<file path="src/hw/pwr_out_ctrl_defs.svh">
// register offsets, field positions, reset values and the output phase limit of the power/output control bank
// What this block does
// - all registers except override apply when written
// - commit bit zero applies pending override settings
// - pin function bit: pin gives standby or power-down
// - mode zero keeps all channels active
// - mode one gates clocks, resets path, disables outputs
// - mode two gates clocks and disables outputs
// - mode three resets data path and disables outputs, clocks not gated
// - control port reset only by power-on reset
// - chop enable bit turns on first-stage chopping
// - standard bit selects ANSI or IEEE levels
// - invert bit inverts every output stream bit
// - format bit defaults one, twos complement
// - two-bit field selects output termination
// - drive bit doubles drive on frame and data clocks selected in index b
// - termination wins over double clock drive
// - input phase delays sampling zero to seven cycles
// - device index selects channels for local writes
`ifndef PWR_OUT_CTRL_DEFS_SVH
`define PWR_OUT_CTRL_DEFS_SVH
`define ADDR_DEVICE_INDEX_A   13'h0004
`define ADDR_DEVICE_INDEX_B   13'h0005
`define ADDR_POWER_MODE       13'h0008
`define ADDR_ENHANCEMENT      13'h000C
`define ADDR_OUTPUT_MODE      13'h0014
`define ADDR_OUTPUT_ADJUST    13'h0015
`define ADDR_CLOCK_PHASE      13'h0016
`define ADDR_COMMIT           13'h00FF
`define ADDR_OVERRIDE         13'h0100
`define BIT_PIN_FUNCTION      5
`define BIT_CHOP              2
`define BIT_STANDARD          6
`define BIT_INVERT            2
`define BIT_FORMAT            0
`define BIT_DRIVE             0
`define BIT_COMMIT            0
`define BIT_CLOCK_SELECT_FCO  4
`define BIT_CLOCK_SELECT_DCO  5
`define RESET_POWER_MODE      8'h00
`define RESET_ENHANCEMENT     8'h00
`define RESET_OUTPUT_MODE     8'h01
`define RESET_OUTPUT_ADJUST   8'h00
`define RESET_CLOCK_PHASE     8'h03
`define RESET_OVERRIDE        8'h00
`define RESET_INDEX           8'h0F
`define MAX_OUTPUT_PHASE      4'hB
`endif

</file>
<file path="src/hw/pwr_out_ctrl_pkg.sv">
// types shared by the power/output control bank
package pwr_out_ctrl_pkg;
  typedef enum logic [1:0] {
    mode_normal     = 2'h0,
    mode_power_down = 2'h1,
    mode_standby    = 2'h2,
    mode_reset      = 2'h3
  } power_mode_type;
  typedef logic [7:0]  reg_byte_type;
  typedef logic [12:0] reg_addr_type;
endpackage

</file>
<file path="src/hw/pin_sync.sv">
// two-flop synchroniser for an asynchronous pin
`timescale 1ns/1ps
module pin_sync (
  input  wire logic clock,
  input  wire logic reset_n,
  input  wire logic pin_in,
  output logic      pin_out
);
  logic stage_one;
  always_ff @(posedge clock or negedge reset_n) begin
    if (!reset_n) begin
      stage_one <= 1'b0;
      pin_out   <= 1'b0;
    end else begin
      stage_one <= pin_in;
      pin_out   <= stage_one;
    end
  end
endmodule // pin_sync

</file>
<file path="src/hw/channel_reg.sv">
// per-channel register byte with write gated by channel selection
`timescale 1ns/1ps
module channel_reg #(
  parameter logic [7:0] RESET_VALUE = 8'h00
) (
  input  wire logic       clock,
  input  wire logic       reset_n,
  input  wire logic       write_enable,
  input  wire logic [7:0] write_data,
  output logic [7:0]      value
);
  logic [7:0] next_value;
  always_comb begin
    next_value = write_enable ? write_data : value;
  end
  always_ff @(posedge clock or negedge reset_n) begin
    if (!reset_n) begin
      value <= RESET_VALUE;
    end else begin
      value <= next_value;
    end
  end
endmodule // channel_reg

</file>
<file path="src/hw/adc_power_output_control_regs.sv">
// control register bank for power modes and output behaviour of an octal converter
`timescale 1ns/1ps
`include "pwr_out_ctrl_defs.svh"
module adc_power_output_control_regs #(
  parameter int CHANNELS = 8
) (
  input  wire logic                          clock,
  input  wire logic                          reset_n,
  input  wire logic                          write_strobe,
  input  wire logic                          read_strobe,
  input  wire pwr_out_ctrl_pkg::reg_addr_type address,
  input  wire pwr_out_ctrl_pkg::reg_byte_type write_data,
  input  wire logic                          power_down_pin,
  output pwr_out_ctrl_pkg::reg_byte_type     read_data,
  output logic                               read_valid,
  output logic [CHANNELS-1:0]                channel_active,
  output logic [CHANNELS-1:0]                path_clock_gate,
  output logic [CHANNELS-1:0]                path_reset,
  output logic [CHANNELS-1:0]                output_enable,
  output logic [CHANNELS-1:0]                chop_enable,
  output logic [CHANNELS-1:0]                ieee_standard,
  output logic [CHANNELS-1:0]                invert_stream,
  output logic [CHANNELS-1:0]                twos_complement,
  output logic [1:0]                         termination,
  output logic                               frame_clock_output_double,
  output logic                               data_clock_output_double,
  output logic [2:0]                         input_phase_delay,
  output logic [3:0]                         output_phase_code,
  output pwr_out_ctrl_pkg::reg_byte_type     override_applied
);
  import pwr_out_ctrl_pkg::*;

  // ----------------------------------------------------------------
  // reset release and pin synchronisation
  // ----------------------------------------------------------------
  logic reset_meta;
  logic reset_sync_n;
  always_ff @(posedge clock or negedge reset_n) begin
    if (!reset_n) begin
      reset_meta   <= 1'b0;
      reset_sync_n <= 1'b0;
    end else begin
      reset_meta   <= 1'b1;
      reset_sync_n <= reset_meta;
    end
  end

  logic pin_level;
  pin_sync u_pin_sync (
    .clock   (clock),
    .reset_n (reset_sync_n),
    .pin_in  (power_down_pin),
    .pin_out (pin_level)
  );

  // ----------------------------------------------------------------
  // channel selection and global registers
  // ----------------------------------------------------------------
  logic [7:0] index_a;
  logic [7:0] index_b;
  logic [7:0] power_mode_control;
  logic [7:0] output_adjust_control;
  logic [7:0] clock_phase_control;
  logic [7:0] override_pending;
  logic [7:0] next_index_a;
  logic [7:0] next_index_b;
  logic [7:0] next_power_mode;
  logic [7:0] next_output_adjust;
  logic [7:0] next_clock_phase;
  logic [7:0] next_override_pending;
  logic [7:0] next_override_applied;

  function automatic logic hit(input reg_addr_type a, input reg_addr_type target);
    return a == target;
  endfunction

  // channels 0..3 selected by index b, 4..7 by index a
  logic [CHANNELS-1:0] channel_select;
  always_comb begin
    channel_select = '0;
    for (int i = 0; i < CHANNELS; i++) begin
      channel_select[i] = (i < 4) ? index_b[i % 4] : index_a[i % 4];
    end
  end

  always_comb begin
    next_index_a          = index_a;
    next_index_b          = index_b;
    next_power_mode       = power_mode_control;
    next_output_adjust    = output_adjust_control;
    next_clock_phase      = clock_phase_control;
    next_override_pending = override_pending;
    next_override_applied = override_applied;
    if (write_strobe) begin
      if (hit(address, `ADDR_DEVICE_INDEX_A)) next_index_a = write_data;
      if (hit(address, `ADDR_DEVICE_INDEX_B)) next_index_b = write_data;
      if (hit(address, `ADDR_POWER_MODE)) next_power_mode = write_data & 8'h23;
      if (hit(address, `ADDR_OUTPUT_ADJUST)) next_output_adjust = write_data & 8'h31;
      if (hit(address, `ADDR_CLOCK_PHASE)) begin
        next_clock_phase[6:4] = write_data[6:4];
        if (write_data[3:0] <= `MAX_OUTPUT_PHASE) begin
          next_clock_phase[3:0] = write_data[3:0];
        end
      end
      if (hit(address, `ADDR_OVERRIDE)) next_override_pending = write_data;
      if (hit(address, `ADDR_COMMIT) && write_data[`BIT_COMMIT]) begin
        next_override_applied = override_pending;
      end
    end
  end

  // the control port registers live on the power-on reset only, no mode resets them
  always_ff @(posedge clock or negedge reset_sync_n) begin
    if (!reset_sync_n) begin
      index_a               <= `RESET_INDEX;
      index_b               <= `RESET_INDEX;
      power_mode_control    <= `RESET_POWER_MODE;
      output_adjust_control <= `RESET_OUTPUT_ADJUST;
      clock_phase_control   <= `RESET_CLOCK_PHASE;
      override_pending      <= `RESET_OVERRIDE;
      override_applied      <= `RESET_OVERRIDE;
    end else begin
      index_a               <= next_index_a;
      index_b               <= next_index_b;
      power_mode_control    <= next_power_mode;
      output_adjust_control <= next_output_adjust;
      clock_phase_control   <= next_clock_phase;
      override_pending      <= next_override_pending;
      override_applied      <= next_override_applied;
    end
  end

  // ----------------------------------------------------------------
  // per-channel registers
  // ----------------------------------------------------------------
  logic [7:0] enhancement [CHANNELS];
  logic [7:0] output_mode [CHANNELS];
  genvar g;
  generate
    for (g = 0; g < CHANNELS; g++) begin : g_chan
      channel_reg #(.RESET_VALUE(`RESET_ENHANCEMENT)) u_enh (
        .clock        (clock),
        .reset_n      (reset_sync_n),
        .write_enable (write_strobe && channel_select[g] && hit(address, `ADDR_ENHANCEMENT)),
        .write_data   (write_data & 8'h04),
        .value        (enhancement[g])
      );
      channel_reg #(.RESET_VALUE(`RESET_OUTPUT_MODE)) u_mode (
        .clock        (clock),
        .reset_n      (reset_sync_n),
        .write_enable (write_strobe && channel_select[g] && hit(address, `ADDR_OUTPUT_MODE)),
        .write_data   (write_data & 8'h45),
        .value        (output_mode[g])
      );
    end
  endgenerate

  // lowest selected channel answers a read of a local register
  logic [2:0] read_channel;
  always_comb begin
    read_channel = 3'h0;
    for (int i = CHANNELS - 1; i >= 0; i--) begin
      if (channel_select[i]) read_channel = 3'(i);
    end
  end

  // ----------------------------------------------------------------
  // effective power mode and derived controls
  // ----------------------------------------------------------------
  power_mode_type mode;
  always_comb begin
    mode = power_mode_type'(power_mode_control[1:0]);
    if (pin_level) begin
      mode = power_mode_control[`BIT_PIN_FUNCTION] ? mode_standby : mode_power_down;
    end
  end

  logic                next_active;
  logic                next_gate;
  logic                next_reset;
  logic                next_out;
  logic [CHANNELS-1:0] next_chop;
  logic [CHANNELS-1:0] next_ieee;
  logic [CHANNELS-1:0] next_invert;
  logic [CHANNELS-1:0] next_twos;
  logic                next_fco_double;
  logic                next_dco_double;
  logic [7:0]          next_read_data;
  always_comb begin
    next_active = 1'b1;
    next_gate   = 1'b0;
    next_reset  = 1'b0;
    next_out    = 1'b1;
    unique case (mode)
      mode_normal: begin
        next_active = 1'b1;
      end
      mode_power_down: begin
        next_active = 1'b0;
        next_gate   = 1'b1;
        next_reset  = 1'b1;
        next_out    = 1'b0;
      end
      mode_standby: begin
        next_active = 1'b0;
        next_gate   = 1'b1;
        next_out    = 1'b0;
      end
      mode_reset: begin
        next_active = 1'b0;
        next_reset  = 1'b1;
        next_out    = 1'b0;
      end
    endcase
    for (int i = 0; i < CHANNELS; i++) begin
      next_chop[i]   = enhancement[i][`BIT_CHOP];
      next_ieee[i]   = output_mode[i][`BIT_STANDARD];
      next_invert[i] = output_mode[i][`BIT_INVERT];
      next_twos[i]   = output_mode[i][`BIT_FORMAT];
    end
    next_fco_double = output_adjust_control[`BIT_DRIVE] && index_b[`BIT_CLOCK_SELECT_FCO]
                      && output_adjust_control[5:4] == 2'h0;
    next_dco_double = output_adjust_control[`BIT_DRIVE] && index_b[`BIT_CLOCK_SELECT_DCO]
                      && output_adjust_control[5:4] == 2'h0;
    next_read_data = 8'h00;
    if (hit(address, `ADDR_DEVICE_INDEX_A)) next_read_data = index_a;
    if (hit(address, `ADDR_DEVICE_INDEX_B)) next_read_data = index_b;
    if (hit(address, `ADDR_POWER_MODE)) next_read_data = power_mode_control;
    if (hit(address, `ADDR_ENHANCEMENT)) next_read_data = enhancement[read_channel];
    if (hit(address, `ADDR_OUTPUT_MODE)) next_read_data = output_mode[read_channel];
    if (hit(address, `ADDR_OUTPUT_ADJUST)) next_read_data = output_adjust_control;
    if (hit(address, `ADDR_CLOCK_PHASE)) next_read_data = clock_phase_control;
    if (hit(address, `ADDR_OVERRIDE)) next_read_data = override_pending;
  end

  always_ff @(posedge clock or negedge reset_sync_n) begin
    if (!reset_sync_n) begin
      channel_active            <= '1;
      path_clock_gate           <= '0;
      path_reset                <= '0;
      output_enable             <= '1;
      chop_enable               <= '0;
      ieee_standard             <= '0;
      invert_stream             <= '0;
      twos_complement           <= '1;
      termination               <= 2'h0;
      frame_clock_output_double <= 1'b0;
      data_clock_output_double  <= 1'b0;
      input_phase_delay         <= 3'h0;
      output_phase_code         <= 4'h3;
      read_data                 <= 8'h00;
      read_valid                <= 1'b0;
    end else begin
      channel_active            <= {CHANNELS{next_active}};
      path_clock_gate           <= {CHANNELS{next_gate}};
      path_reset                <= {CHANNELS{next_reset}};
      output_enable             <= {CHANNELS{next_out}};
      chop_enable               <= next_chop;
      ieee_standard             <= next_ieee;
      invert_stream             <= next_invert;
      twos_complement           <= next_twos;
      termination               <= output_adjust_control[5:4];
      frame_clock_output_double <= next_fco_double;
      data_clock_output_double  <= next_dco_double;
      input_phase_delay         <= clock_phase_control[6:4];
      output_phase_code         <= clock_phase_control[3:0];
      read_data                 <= next_read_data;
      read_valid                <= read_strobe;
    end
  end

  // ----------------------------------------------------------------
  // assertions
  // ----------------------------------------------------------------
  a_commit_applies: assert property (@(posedge clock) disable iff (!reset_sync_n)
    write_strobe && address == `ADDR_COMMIT && write_data[0] |=> override_applied == $past(override_pending))
    else $error("commit did not apply override");
  a_override_held: assert property (@(posedge clock) disable iff (!reset_sync_n)
    !(write_strobe && address == `ADDR_COMMIT) |=> $stable(override_applied))
    else $error("override changed without commit");
  a_power_down_outputs: assert property (@(posedge clock) disable iff (!reset_sync_n)
    mode == mode_power_down |=> path_reset[0] && path_clock_gate[0] && !output_enable[0])
    else $error("power-down outputs wrong");
  a_standby_outputs: assert property (@(posedge clock) disable iff (!reset_sync_n)
    mode == mode_standby |=> !path_reset[0] && path_clock_gate[0] && !output_enable[0])
    else $error("standby outputs wrong");
  a_reset_mode_outputs: assert property (@(posedge clock) disable iff (!reset_sync_n)
    mode == mode_reset |=> path_reset[0] && !output_enable[0] && !channel_active[0])
    else $error("reset mode outputs wrong");
  a_normal_active: assert property (@(posedge clock) disable iff (!reset_sync_n)
    mode == mode_normal |=> channel_active == '1 && output_enable == '1)
    else $error("normal mode not active");
  a_pin_standby: assert property (@(posedge clock) disable iff (!reset_sync_n)
    pin_level && power_mode_control[5] |=> path_clock_gate[0] && !path_reset[0])
    else $error("pin standby wrong");
  a_term_precedence: assert property (@(posedge clock) disable iff (!reset_sync_n)
    output_adjust_control[5:4] != 2'h0 |=> !data_clock_output_double && !frame_clock_output_double)
    else $error("double drive with termination");
  a_phase_reserved: assert property (@(posedge clock) disable iff (!reset_sync_n)
    write_strobe && address == `ADDR_CLOCK_PHASE && write_data[3:0] > 4'hB |=> $stable(clock_phase_control[3:0]))
    else $error("reserved phase accepted");
  a_phase_range: assert property (@(posedge clock) disable iff (!reset_sync_n)
    output_phase_code <= 4'hB) else $error("output phase out of range");
  c_commit: cover property (@(posedge clock) write_strobe && address == `ADDR_COMMIT && write_data[0]);
  c_standby: cover property (@(posedge clock) mode == mode_standby);
  c_reset_mode: cover property (@(posedge clock) mode == mode_reset);
endmodule // adc_power_output_control_regs

</file>
<file path="config.mk">
export PLATFORM = sky130hd
export DESIGN_NAME = adc_power_output_control_regs
export DESIGN_NICKNAME = d
export VERILOG_FILES = /design/src/hw/pwr_out_ctrl_pkg.sv /design/src/hw/pin_sync.sv /design/src/hw/channel_reg.sv /design/src/hw/adc_power_output_control_regs.sv
export VERILOG_INCLUDE_DIRS = /design/src /design/src/hw
export SDC_FILE = /design/constraint.sdc
export NUM_CORES = 1
export LEC_CHECK = 0
export BUFFER_PORTS_ARGS = -buffer_cell sky130_fd_sc_hd__buf_4
export CAP_MARGIN = 15
export CORE_AREA = 2 2 142 144
export DETAILED_ROUTE_END_ITERATION = 8
export DIE_AREA = 0 0 144 146
export PLACE_DENSITY = 0.82
export SLEW_MARGIN = 20
export SYNTH_ARGS = -nofsm -noshare
export SYNTH_HDL_FRONTEND = slang
export SYNTH_HIERARCHICAL = 1
export SYNTH_SLANG_ARGS = --single-unit
</file>
<file path="constraint.sdc">
create_clock -name clock -period 15.6 [get_ports clock]
set_clock_uncertainty 0.05 [all_clocks]
set_input_delay 3.12 -clock clock [delete_from_list [all_inputs] [get_ports clock]]
set_output_delay 3.12 -clock clock [all_outputs]
set_load 0.02 [all_outputs]
</file>
==> impl_metrics.tcl, run 1 <==
set metrics [dict create \
    ys_top_cells_by_count "203 x dfrtp_1, 128 x mux2_4, 66 x nand2_1" \
    crit_arrival_ns 5.96 \
    antenna_cells 0 \
    outcome "finished, final reports clean" \
    report.final.slew_viol_count 0 \
    core.rowCount 51 \
    root_buffer "clkbuf_16" \
    p_per_area_nw_per_um2 97.6 \
    yosysMostFrequentCell "dfrtp_1" \
    yosysUniqueCellTypes 58 \
    pin_count 118 \
    fp.dieArea_sq_um 21000 \
    finalPower_w 0.00123 \
    dpl.hpwl_mm 16.3 \
    synthArstFlopShare 1.00 \
    reg2reg_slack_ns 12.47 \
    clk_pin_slew_ns 0.06 \
    synth_fa_ha_area_frac 0.00117 \
    drt-pass1-iter-count 5 \
    clk_latency_ns 0.51 \
    place_ws_ns 9.54 \
    synth_enable_flop_cells 0 \
    via_per_inst 5.61 \
    postCtsResizedCells 0 \
    routed_wl_mm 24.7 \
    relSlewSlack 0.347 \
    setup_viol 0 \
    cts_hold_buf 0 \
    finalNetCount 970 \
    min_period_ns 5.58 \
    clock-sinks 232 \
    hold_viol 0 \
    worstPathRequired_ns 15.97 \
    crit_slowest_cell "or4_1" \
    grt_pass1_vias 7153 \
    r2r_cells 8 \
    synth_area_per_cell_sq_um 13.8 \
    fin_tns_setup_ns 0 \
    cts_max_path_buffers 3 \
    critPathMaxFanout 22 \
    yosys.area_share.simple 0.0829 \
    synth_compound_area_frac 0.0633 \
    numCtsBuffers 24 \
    start_kind "input pin" \
    fillerInstances 1393 \
    final_cells 1226 \
    cts_tree "built" \
    r2r-start "index_a[3]" \
    syn_area_sq_um 10700 \
    critical_path_class "input pin to flop" \
    wl_per_cell_um 20.2 \
    worst_hold_slack_ns 0.284 \
    synth_xor_area_frac 0 \
    grt_max_degree 187 \
    ys_seq_area_frac 0.546 \
    drt_iter0_markers 465 \
    maxCapViolations 0 \
    synth_cells 774 \
    worstReg2RegEnd "read_data[2]" \
    synth_top_family_by_area "multiplexers" \
    min_path_type "flop to async pin" \
    regArea_sq_um 5850 \
    die_w_um 144 \
    drive_gt1_frac 0.405 \
    start_util 0.553 \
    cpLargestDelayFamily "simple AND/OR/NAND/NOR gates" \
    vias 6882 \
    max_freq_mhz 179 \
    synth.area.mux_share 0.252 \
    dp.cells 1182 \
    cts-htree-levels 1 \
    end_kind "flop" \
    leakage_nw 6.23 \
    multi_input_area_sq_um 4650 \
    portBuffers 117 \
    yosys_register_bits 232 \
    drc 0 \
    crit_path_max_incr_delay_ns 0.68 \
    fin_ws_ns 10.02 \
    ant_nets 0 \
    grt.total_usage 0.240 \
    ys_top_cells_by_area "dfrtp_1 47%, mux2_4 18%, dfstp_2 7.1%" \
    yosys_most_used_dff "dfrtp_1" \
    rsz0062_at_grt "no" \
    antenna_found_initial 0 \
    post_cts_buffers 0 \
    synth_area_leader_cell "dfrtp_1" \
    ir_drop_uv 90.9 \
    die_y_um 146 \
    fin_crit_sh 0.358 \
    globalplace.congestion 0.889 \
    gr-total-overflow 0 \
    tightest_slew_ns 0.979 \
    grt_pass1_wl_mm 39.6 \
    crit_buf_inv 2 \
    core_area_sq_um 19300 \
    syn_to_final_growth_pct 17.7 \
    path_cells "buf_4 > or4_1 > nor3b_2 > and2b_1 > inv_1 > a2111oi_0 > a311oi_1 > a211oi_1" \
    synth_top_area_frac 0.475 \
    yosysWarnings 6 \
]
## final cells by class
class | instances | area share
Tap cell | 265 | 0.0263
Clock buffer | 32 | 0.0550
Clock inverter | 12 | 0.00904
Inverter | 4 | 0.00119
Multi-Input combinational cell | 557 | 0.369
Sequential cell | 232 | 0.464
Timing Repair Buffer | 124 | 0.0749
## how the worst max path moves through the flow
stage	start	to	slack [ns]	depth (start not counted)
after global placement	address[11]	read_data[0]	9.63	8
after detailed placement	address[11]	read_data[0]	9.54	8
after CTS	address[11]	read_data[0]	10.07	8
final	address[11]	read_data[0]	10.02	8
after global routing	address[11]	read_data[0]	9.82	8
after floorplan	reset_sync_n	chop_enable[0]	8.66	0
## per-layer routing
metal | vias to the layer above | GRT usage | part of all wire
li1 | 3016 | - | -
met1 | 3528 | 0.346 | 0.44
met2 | 277 | 0.377 | 0.48
met3 | 61 | 0.0309 | 0.053
met4 | 0 | 0.0828 | 0.031
met5 | - | 0 | 0
## state kept, by name (all words and copies together), names as in the netlist, 4 cells and up
register / count
chop_enable: 8
clock_phase_control: 7
g_chan.u_enh/value: 64
g_chan.u_mode/value: 64
ieee_standard: 8
index_a: 8
index_b: 8
invert_stream: 8
output_phase_code: 4
override_applied: 8
override_pending: 8
read_data: 8
twos_complement: 8
## logic make-up (layout without fill, tap and decap cells)
group	count (synthesis)	after routing
fa+ha+maj	1	1
compound gates	94	94
mux	193	193
other cells	2	97
flops	232	232
simple gates	172	172
buf+inv	80	172
## power by group
part / internal (W) / switching (W) / total (W)
combinational: 0.0000135 / 0.0000315 / 0.0000450
clock: 0.000344 / 0.000232 / 0.000577
sequential: 0.000604 / 0.00000376 / 0.000607
## stage by stage
step,util,area (sq um)
after CTS,0.651,12600
after floorplan,-,11100
after detailed placement,0.609,11800
final,0.651,12600
after global routing,0.651,12600
after global placement,0.609,11800
## layout by cell type, fill, tap and decap left out, types with 4 or more instances in the layout
master,netlist,final
mux2i_1,10,10
a21oi_1,11,11
nor2_1,20,20
clkbuf_8,0,4
conb_1,2,97
mux4_2,5,5
clkbuf_16,0,25
mux2_4,128,128
dfstp_2,29,29
a311oi_1,13,13
dfrtp_1,203,202
buf_4,32,123
a221oi_1,4,4
and3_1,34,34
nand3_1,16,16
nand2_1,66,65
inv_1,4,4
a31oi_1,10,10
mux2_2,50,50
a211oi_1,17,17
clkinv_2,0,9
o21ai_0,12,12
## worst register-to-register path: stages (launching register included)
cell	delay (ns)
dfstp_2	0.62
nor2_1	0.07
o31ai_1	0.22
buf_4	0.28
nand2_2	0.54
a211oi_1	0.44
a311oi_1	0.13
a31oi_1	0.40
a22oi_1	0.20
Note: power is estimated with default switching activity, not from simulation.
==> run 2: changes to the inputs <==
Settings changed: CORE_AREA 2 2 142 144 to 2 2 143 145, DIE_AREA 0 0 144 146 to 0 0 145 147, PLACE_DENSITY 0.82 to 0.84.
Clock period 15.6 ns to 5.1 ns, I/O delays scaled along.
==> run 2 against run 1 <==
Clock power grew to 2.9 times the previous value. Design area shrank 0.22%. Hold slack lost 0.10 ns. Via count grew 0.65%. Clock-buffer cell count grew 4. Critical path depth shrank 2. Total power grew to 3.0 times the previous value. Global-route usage shrank 0.61 points. Core utilization shrank 1.8 points. Routed wire length grew 0.95%. Non-clock buffer count grew 2. Critical endpoint is now g_chan[2].u_mode/value[3].
==> impl_metrics.tcl, run 2 (synthesis gave the netlist of run 1 again) <==
set metrics [dict create \
    outcome "finished, final reports clean" \
    cts_tree "built" \
    end_kind "flop" \
    grt.total_usage 0.234 \
    wl_per_cell_um 20.2 \
    drc 0 \
    r2r_cells 9 \
    place_area_sq_um 11800 \
    globalplace.congestion 0.895 \
    core.rowCount 52 \
    crit_arrival_ns 3.76 \
    via_per_inst 5.62 \
    start_kind "input pin" \
    maxCapViolations 0 \
    drive_gt1_frac 0.399 \
    numCtsBuffers 24 \
    fin_tns_setup_ns 0 \
    cts_max_path_buffers 3 \
    critPathLaunch "address[11]" \
    setup_viol 0 \
    finalNetCount 972 \
    grt_pass1_wl_mm 39.6 \
    ant_nets 0 \
    core_area_sq_um 19800 \
    reg2reg_slack_ns 1.81 \
    leakage_nw 6.19 \
    p_per_area_nw_per_um2 292 \
    place_ws_ns 1.21 \
    worstPathRequired_ns 5.44 \
    fillerInstances 1428 \
    ir_drop_uv 200 \
    root_buffer "clkbuf_16" \
    fp.dieArea_sq_um 21300 \
    max_freq_mhz 293 \
    design_area_sq_um 12600 \
    syn_to_final_growth_pct 17.4 \
    min_period_ns 3.41 \
    dpl.hpwl_mm 16.6 \
    tightest_slew_ns 0.926 \
    grt_pass1_vias 7192 \
    clock-sinks 232 \
    die_y_um 147 \
    cts-htree-levels 1 \
    worstReg2RegEnd "read_data[6]" \
    antenna_cells 0 \
    start_util 0.539 \
    drt-pass1-iter-count 5 \
    critical_path_class "input pin to flop" \
    postCtsResizedCells 0 \
    antenna_found_initial 0 \
    rsz0062_at_grt "no" \
    fin_ws_ns 1.69 \
    pin_count 118 \
    grt_max_degree 140 \
    post_cts_buffers 0 \
    clk_pin_slew_ns 0.06 \
    routed_wl_mm 24.9 \
    critPathMaxFanout 22 \
    drt_iter0_markers 550 \
    relSlewSlack 0.381 \
    die_w_um 145 \
    vias 6927 \
    top_regs "g_chan.u_enh/value (64), g_chan.u_mode/value (64)" \
    fin_crit_sh 0.669 \
    hold_viol 0 \
    report.final.slew_viol_count 0 \
    min_path_type "flop to async pin" \
    layout_commonest_cell "dfrtp_1" \
    final_util 0.633 \
    final_cell_mix "202 x dfrtp_1, 128 x mux2_4, 125 x buf_4" \
    cts_hold_buf 0 \
    r2r-start "index_a[2]" \
    gr-total-overflow 0 \
    clk_latency_ns 0.51 \
    portBuffers 117 \
]
-- run 2: cell type report --
class	count	area, sq um	area share
Sequential cell	232	5850	0.465
Multi-Input combinational cell	557	4650	0.370
Timing Repair Buffer	126	958	0.0763
Clock buffer	36	687	0.0547
Tap cell	270	338	0.0269
Clock inverter	8	72.6	0.00578
Inverter	4	15.0	0.00120
-- run 2: per-stage QoR --
step / power (W) / hold WS (ns) / cells
floorplan: 0.00198 / 0.281 / 869
global placement: 0.00203 / 0.184 / 1189
detailed placement: 0.00203 / 0.190 / 1189
CTS: 0.00370 / 0.193 / 1233
global route: 0.00379 / 0.211 / 1233
finish: 0.00367 / 0.180 / 1233
-- run 2: routing by layer --
metal | vias up | global-route usage | wire [um]
met4 | 0 | 0.0772 | 799
met3 | 79 | 0.0370 | 1670
li1 | 3030 | - | -
met2 | 309 | 0.384 | 12100
met1 | 3509 | 0.322 | 10400
met5 | - | 0 | 0
-- run 2: worst max-delay path by stage --
| stage | end | slack [ns] | cells after the start |
|---|---|---|---|
| floorplan | chop_enable[0] | 1.27 | 0 |
| global placement | g_chan[2].u_mode/value[6] | 1.31 | 6 |
| detailed placement | g_chan[2].u_mode/value[1] | 1.21 | 6 |
| CTS | g_chan[2].u_mode/value[3] | 1.73 | 6 |
| global route | g_chan[2].u_mode/value[2] | 1.58 | 6 |
| finish | g_chan[2].u_mode/value[3] | 1.69 | 6 |
-- run 2: report_power, final --
part	switching (W)	internal (W)	leakage, nW
Sequential	0.00000900	0.00185	3.12
Clock	0.000692	0.000983	0.363
Combinational	0.000100	0.0000417	2.71
-- run 2: critical path: stages --
cell	delay [ns]
buf_4	0.10
or4_1	0.67
nor3b_2	0.32
and2b_1	0.64
and3_1	0.65
mux2_4	0.35
